===== src/verilog/mfsp_pkg.sv =====
// Package with frame field constants and timing for the management serial port.
package mfsp_pkg;
    localparam int          MFSP_ADDR_W       = 5;
    localparam int          MFSP_DATA_W       = 16;
    localparam int          MFSP_PRE_LEN      = 32;
    localparam logic [1:0]  MFSP_START_CODE   = 2'h1;
    localparam logic [1:0]  MFSP_OP_READ      = 2'h2;
    localparam logic [1:0]  MFSP_OP_WRITE     = 2'h1;
    localparam logic [1:0]  MFSP_TA_WRITE     = 2'h2;
    localparam logic [4:0]  MFSP_PORT_ADDR_RST = 5'h00;
    localparam int          MFSP_CLK_PERIOD_PS = 5000;
    localparam int          MFSP_DRIVE_MAX_NS  = 300;
    localparam int          MFSP_DRIVE_MAX_CYC = (MFSP_DRIVE_MAX_NS * 1000) / MFSP_CLK_PERIOD_PS;

    typedef enum logic [2:0] {
        MFSP_ST_PRE   = 3'h0,
        MFSP_ST_START = 3'h1,
        MFSP_ST_OP    = 3'h3,
        MFSP_ST_ADDR  = 3'h2,
        MFSP_ST_TA    = 3'h6,
        MFSP_ST_DATA  = 3'h7,
        MFSP_ST_IDLE  = 3'h5
    } mfsp_state_type;
endpackage


===== src/verilog/mfsp_port.sv =====
// Device end of the management serial port: frame decode, register access, read drive.
// Summary of operation
// - Frames carry preamble, start, opcode, port address, register address, turnaround, data, idle.
// - Read uses start 01, opcode 10; device drives zero in second turnaround bit.
// - Device samples manager bits on the rising management clock edge.
// - Device changes or releases its driven data only after a rising clock edge.
// - After the last read data bit the device releases the line for idle.
`timescale 1ns/1ps
module mfsp_port
    import mfsp_pkg::*;
#(
    parameter int PRE_LEN = MFSP_PRE_LEN
) (
    input  wire logic                         mclk_i,        // System clock, 200 MHz.
    input  wire logic                         arst_n_i,      // Asynchronous reset, active low.
    input  wire logic                         mgmt_clk_i,    // Management clock from the manager.
    input  wire logic                         mgmt_data_i,   // Data line level as seen at the pin.
    output logic                              mgmt_data_o,   // Data line value when driven.
    output logic                              mgmt_data_oe_o, // High while the device drives data.
    input  wire logic [mfsp_pkg::MFSP_ADDR_W-1:0] port_address_i, // Own configured port address.
    output logic                              reg_wr_o,      // One-cycle register write strobe.
    output logic                              reg_rd_o,      // One-cycle register read strobe.
    output logic [mfsp_pkg::MFSP_ADDR_W-1:0]  reg_addr_o,    // Register address of the access.
    output logic [mfsp_pkg::MFSP_DATA_W-1:0]  reg_wdata_o,   // Write data of the access.
    input  wire logic [mfsp_pkg::MFSP_DATA_W-1:0] reg_rdata_i // Read data, valid cycle after reg_rd_o.
);
    import mfsp_pkg::*;

    // Two-stage synchronisers; stage one is read only by stage two.
    logic [1:0] clk_sync;
    logic [1:0] dat_sync;
    logic       clk_prev;
    always_ff @(posedge mclk_i or negedge arst_n_i) begin
        if (!arst_n_i) begin
            clk_sync <= 2'h0;
            dat_sync <= 2'h3;
            clk_prev <= 1'b0;
        end else begin
            clk_sync <= {clk_sync[0], mgmt_clk_i};
            dat_sync <= {dat_sync[0], mgmt_data_i};
            clk_prev <= clk_sync[1];
        end
    end

    wire rise = clk_sync[1] & ~clk_prev;
    wire bit_in = dat_sync[1];

    mfsp_state_type         state;
    mfsp_state_type         next_state;
    logic [5:0]             cnt;
    logic [5:0]             next_cnt;
    logic [15:0]            shreg;
    logic                   is_read;
    logic                   match;
    logic [MFSP_ADDR_W-1:0] paddr;
    logic [MFSP_DATA_W-1:0] rd_shift;
    logic                   rd_load;

    // Counting ones in the preamble; a zero before PRE_LEN ones restarts it, a zero after them is the first start bit.
    wire pre_done   = (cnt >= 6'(PRE_LEN));
    wire last_field = (cnt == 6'h0);
    wire addr_done  = (cnt == 6'h0);
    wire own_port   = (paddr == port_address_i);

    always_comb begin
        next_state = state;
        next_cnt   = cnt;
        case (state)
            MFSP_ST_PRE: begin
                if (bit_in) begin
                    next_cnt = pre_done ? cnt : cnt + 6'h1;
                end else if (pre_done) begin
                    next_state = MFSP_ST_START;
                end else begin
                    next_cnt = 6'h0;
                end
            end
            MFSP_ST_START: begin
                // Second start bit must be one, forming 01.
                next_state = bit_in ? MFSP_ST_OP : MFSP_ST_PRE;
                next_cnt   = bit_in ? 6'h1 : 6'h0;
            end
            MFSP_ST_OP: begin
                next_cnt = cnt - 6'h1;
                if (last_field) begin
                    next_state = MFSP_ST_ADDR;
                    next_cnt   = 6'h9;
                end
            end
            MFSP_ST_ADDR: begin
                next_cnt = cnt - 6'h1;
                if (addr_done) begin
                    next_state = MFSP_ST_TA;
                    next_cnt   = 6'h1;
                end
            end
            MFSP_ST_TA: begin
                next_cnt = cnt - 6'h1;
                if (last_field) begin
                    next_state = MFSP_ST_DATA;
                    next_cnt   = 6'(MFSP_DATA_W - 1);
                end
            end
            MFSP_ST_DATA: begin
                next_cnt = cnt - 6'h1;
                if (last_field) begin
                    next_state = MFSP_ST_IDLE;
                    next_cnt   = 6'h0;
                end
            end
            MFSP_ST_IDLE: begin
                next_state = MFSP_ST_PRE;
                next_cnt   = bit_in ? 6'h1 : 6'h0;
            end
            default: begin
                next_state = MFSP_ST_PRE;
                next_cnt   = 6'h0;
            end
        endcase
    end

    // Opcode and address words are each used twice, so they are formed once here.
    wire [1:0]             op_word   = {shreg[0], bit_in};
    wire [MFSP_ADDR_W-1:0] addr_word = {shreg[3:0], bit_in};

    // Only the read and write codes start an access; anything else resyncs.
    function automatic logic op_known(input logic [1:0] code);
        return (code == MFSP_OP_READ) || (code == MFSP_OP_WRITE);
    endfunction

    wire op_ok     = (state == MFSP_ST_OP) && last_field && op_known(op_word);
    wire op_bad    = (state == MFSP_ST_OP) && last_field && !op_ok;
    wire addr_end  = (state == MFSP_ST_ADDR) && addr_done;
    wire ta_first  = (state == MFSP_ST_TA) && (cnt == 6'h1);
    wire data_end  = (state == MFSP_ST_DATA) && last_field;
    wire rd_active = match && is_read;

    always_ff @(posedge mclk_i or negedge arst_n_i) begin
        if (!arst_n_i) begin
            state <= MFSP_ST_PRE;
            cnt   <= 6'h0;
        end else if (rise) begin
            state <= op_bad ? MFSP_ST_PRE : next_state;
            cnt   <= op_bad ? 6'h0 : next_cnt;
        end
    end

    // Incoming bit shift register, MSB first.
    always_ff @(posedge mclk_i or negedge arst_n_i) begin
        if (!arst_n_i) begin
            shreg   <= 16'h0000;
            is_read <= 1'b0;
            match   <= 1'b0;
            paddr   <= MFSP_PORT_ADDR_RST;
        end else if (rise) begin
            shreg <= {shreg[14:0], bit_in};
            if (op_ok) begin
                is_read <= (op_word == MFSP_OP_READ);
            end
            if ((state == MFSP_ST_ADDR) && (cnt == 6'h5)) begin
                paddr <= addr_word;
            end
            if (addr_end) begin
                match <= own_port;
            end
            if (state == MFSP_ST_PRE) begin
                match <= 1'b0;
            end
        end
    end

    // Register access strobes; read data fetched at the end of the address field.
    always_ff @(posedge mclk_i or negedge arst_n_i) begin
        if (!arst_n_i) begin
            reg_wr_o    <= 1'b0;
            reg_rd_o    <= 1'b0;
            reg_addr_o  <= 5'h00;
            reg_wdata_o <= 16'h0000;
            rd_load     <= 1'b0;
        end else begin
            reg_rd_o <= rise && addr_end && is_read && own_port;
            rd_load  <= reg_rd_o;
            reg_wr_o <= rise && data_end && match && !is_read;
            if (rise && addr_end) begin
                reg_addr_o <= addr_word;
            end
            if (rise && data_end) begin
                reg_wdata_o <= {shreg[14:0], bit_in};
            end
        end
    end

    // Output drive changes only on a detected rising edge, so the line follows the
    // manager's clock; the 3-cycle detection lag is well inside the allowed delay.
    always_ff @(posedge mclk_i or negedge arst_n_i) begin
        if (!arst_n_i) begin
            rd_shift       <= 16'h0000;
            mgmt_data_o    <= 1'b0;
            mgmt_data_oe_o <= 1'b0;
        end else begin
            if (rd_load) begin
                rd_shift <= reg_rdata_i;
            end
            if (rise) begin
                if (ta_first && rd_active) begin
                    mgmt_data_o    <= 1'b0;
                    mgmt_data_oe_o <= 1'b1;
                end else if ((state == MFSP_ST_TA) && rd_active) begin
                    mgmt_data_o    <= rd_shift[15];
                    rd_shift       <= {rd_shift[14:0], 1'b0};
                end else if ((state == MFSP_ST_DATA) && rd_active && !last_field) begin
                    mgmt_data_o    <= rd_shift[15];
                    rd_shift       <= {rd_shift[14:0], 1'b0};
                end else begin
                    mgmt_data_o    <= 1'b0;
                    mgmt_data_oe_o <= 1'b0;
                end
            end
        end
    end
endmodule


===== config.mk =====
export PLATFORM = sky130hd
export DESIGN_NAME = mfsp_port
export DESIGN_NICKNAME = d
export VERILOG_FILES = /design/src/verilog/mfsp_pkg.sv /design/src/verilog/mfsp_port.sv
export SDC_FILE = /design/constraint.sdc
export NUM_CORES = 1
export LEC_CHECK = 0
export BUFFER_PORTS_ARGS = -buffer_cell sky130_fd_sc_hd__buf_2
export CAP_MARGIN = 20
export CORE_MARGIN = 1
export CORE_UTILIZATION = 25
export DETAILED_ROUTE_END_ITERATION = 6
export PLACE_DENSITY = 0.4
export SLEW_MARGIN = 20
export SYNTH_ARGS = -nofsm -noshare
export SYNTH_HDL_FRONTEND = slang
export SYNTH_SLANG_ARGS = --single-unit

===== constraint.sdc =====
create_clock -name mclk_i -period 2.6 [get_ports mclk_i]
set_clock_uncertainty 0.1 [all_clocks]
set_input_delay 0.52 -clock mclk_i [delete_from_list [all_inputs] [get_ports mclk_i]]
set_output_delay 0.52 -clock mclk_i [all_outputs]
set_load 0.01 [all_outputs]

==> results.cfg <==
[global_routing]
grt_pass1_vias = 2518
grt_pass1_wl_um = 13400
grt_overflow = 0
antenna_found_initial = 0
grt_max_degree = 44
grt.total_usage_pct = 11.8

[clocking]
cts_inserted_buffers = 9
clk_path_buf_depth = 2
htreeDepth = 3
cts_tree = yes
cts_resized = 0
cts_num_sinks = 78
insertion_delay_ns = 0.34
cts_root_buffer = clkbuf_16
postCtsSetupBuffers = 0
cts_hold_buf = 0
path_clk_slew_ns = 0.06

[synthesis]
ys_types = 57
seq_area_frac_synth_pct = 52.7
synthArstFlopShare_pct = 100
synthCells = 322
syn_area_per_cell_um2 = 11.5
synth-seq-cells = 78
syn_area_um2 = 3710
synth_top_area_share_pct = 51.3
yosys.area.top_type = dfrtp_1
synth_edf_count = 0
synth_nets = 351
synthFlopType = dfrtp_1
yosys_warnings = 0
synth_area_leaders = dfrtp_1 51%, mux2_2 7.6%, mux2_1 7.0%, nand2_1 6.0%, mux2_4 3.6%

[timing]
hold_slack_ns = 0.0850
drv_slew = 0
hold_viol = 0
period_minus_slack_ns = 2.33
rsz0062_at_grt = false
finalSetupViolCount = 0
slew-limit-headroom_pct = 47.1
min_period_over_period_pct = 89.6
fmax_ghz = 0.429
fin_tns_setup_ns = 0
worst_slew_pin_slew_ns = 0.784

[setup_path]
worstPathBufferInverterCount = 1
worst_path_max_delay_cell = dfrtp_1
path_class = reg2reg
cp.arrival_ns = 2.45
timing.rr.end = reg_wdata_o[7]
cpPeakStageDelay_ns = 0.42
worstPathCellList = inv_1 -> ha_1 -> nor3b_4 -> and3_1 -> nand2_4 -> mux2_1
worstPathMaxFanout = 17
rr_worst_depth = 6
critPathTopFamily = simple AND/OR/NAND/NOR gates
cp.required_ns = 2.72
r2r_setup_slack_ns = 0.27
r2r-start = cnt[1]
cp-start-kind = flop
endpoint_kind = flop

[pwr]
peakVddDrop_v = 0.000286
power_density_nw_per_um2 = 644
leakage_nw = 2.29
total_power_w = 0.00289

[layout]
area_growth_pct = 20.9
layout-drive-gt1-share_pct = 32.5
finalNetCount = 402
antennaDiodeCount = 0
finalCoreUtilization_pct = 31.0

[routing]
dr_total_vias = 2528
wl_per_cell_um = 14.6
drtIter0Drc = 157
routed_wl_um = 8210
final_antenna_net_count = 0
via_per_inst = 4.50
drt-pass1-iter-count = 4
drcViolationCount = 0

[floorplan]
die_x_um = 124
std_cell_rows = 44
io_pins = 50
die_area_um2 = 15300
initial_core_util_pct = 25.6
core_area_um2 = 14500
die_height_um = 124

[placement]
io_buffers = 49
dp_hpwl_um = 5680
place.gp.congestion = 0.858

[min_path]
hold_class = in2async

[flow_run]
max-cap-violations = 0

[status]
status = finished, final reports clean
==> cells in the mapped netlist (3+ instances only) <==
master,number
a21oi_1,5
a31oi_1,5
buf_2,4
clkbuf_1,8
dfrtp_1,76
ha_1,4
inv_1,11
mux2_1,23
mux2_2,25
mux2_4,9
nand2_1,59
nand2b_1,3
nand3_1,5
nand4_1,3
nor2_1,8
nor2b_1,4
nor3_1,6
o21ai_0,10
xnor2_1,6
==> registers in the layout, indices dropped and copies added (netlist names), 2 cells and up <==
name         cells
reg_addr_o       5
reg_wdata_o     16
paddr            5
dat_sync         2
rd_shift        16
cnt              6
clk_sync         2
state            3
shreg           15
==> report_power, final <==
| group | internal [W] | switching (W) |
|---|---|---|
| logic | 0.000106 | 0.000143 |
| clock network | 0.000796 | 0.000506 |
| registers | 0.00127 | 0.0000625 |
==> worst max path at each step <==
| stage | endpoint | start | cells after the start |
|---|---|---|---|
| finish | reg_wdata_o[7] | cnt[1] | 6 |
| detailed placement | rd_shift[14] | cnt[1] | 6 |
| CTS | rd_shift[14] | cnt[1] | 6 |
| global placement | rd_shift[10] | cnt[1] | 6 |
| floorplan | reg_wdata_o[0] | cnt[0] | 8 |
| global route | rd_shift[6] | cnt[1] | 6 |
==> kinds of logic (layout without fill, tap and decap cells) <==
family,after synthesis,in the layout,share of synthesized area (%)
AO/OA/AOI/OAI,41,41,8.13
XOR/XNOR,6,6,1.42
adder cells (fa/ha/maj),4,4,1.35
buffers and inverters,28,84,3.37
flip-flops,78,78,52.7
multiplexers,58,58,18.5
AND/OR/NAND/NOR,107,107,14.5
==> placed cells by master (no fill, tap or decap), drive strengths merged, types with 4 or more instances in the layout <==
cell type,Yosys,final
nor3,6,6
o21ai,12,12
buf,9,57
dfrtp,76,76
mux2,57,57
nand2,60,60
nor2,10,10
nor2b,4,4
a21oi,5,5
nand3,7,7
ha,4,4
inv,11,12
a31oi,6,6
xnor2,6,6
clkbuf,8,11
==> area by class of cell <==
class | count | area, um^2
Fill cell | 1487 | 9990
Inverter | 11 | 41.3
Timing Repair Buffer | 57 | 320
Clock inverter | 5 | 56.3
Multi-Input combinational cell | 216 | 1630
Sequential cell | 78 | 1950
Clock buffer | 11 | 253
Tap cell | 184 | 230
==> metal layers <==
metal / part of all wire, % / track usage, % / routed length, um
met1: 50 / 16.3 / 4120
met2: 43 / 16.8 / 3530
met3: 4.4 / 2.84 / 359
met4: 2.3 / 6.17 / 192
met5: 0 / 0 / 0
==> per-stage QoR <==
stage          setup WS [ns]  cell area, um^2  cells
5_1_grt                0.137             4480    562
4_1_cts                0.277             4480    562
2_1_floorplan          0.499             3710    322
3_5_place_dp           0.286             4180    546
6_report               0.272             4480    562
3_3_place_gp           0.293             4180    546
(Power assumes the default switching activity.)
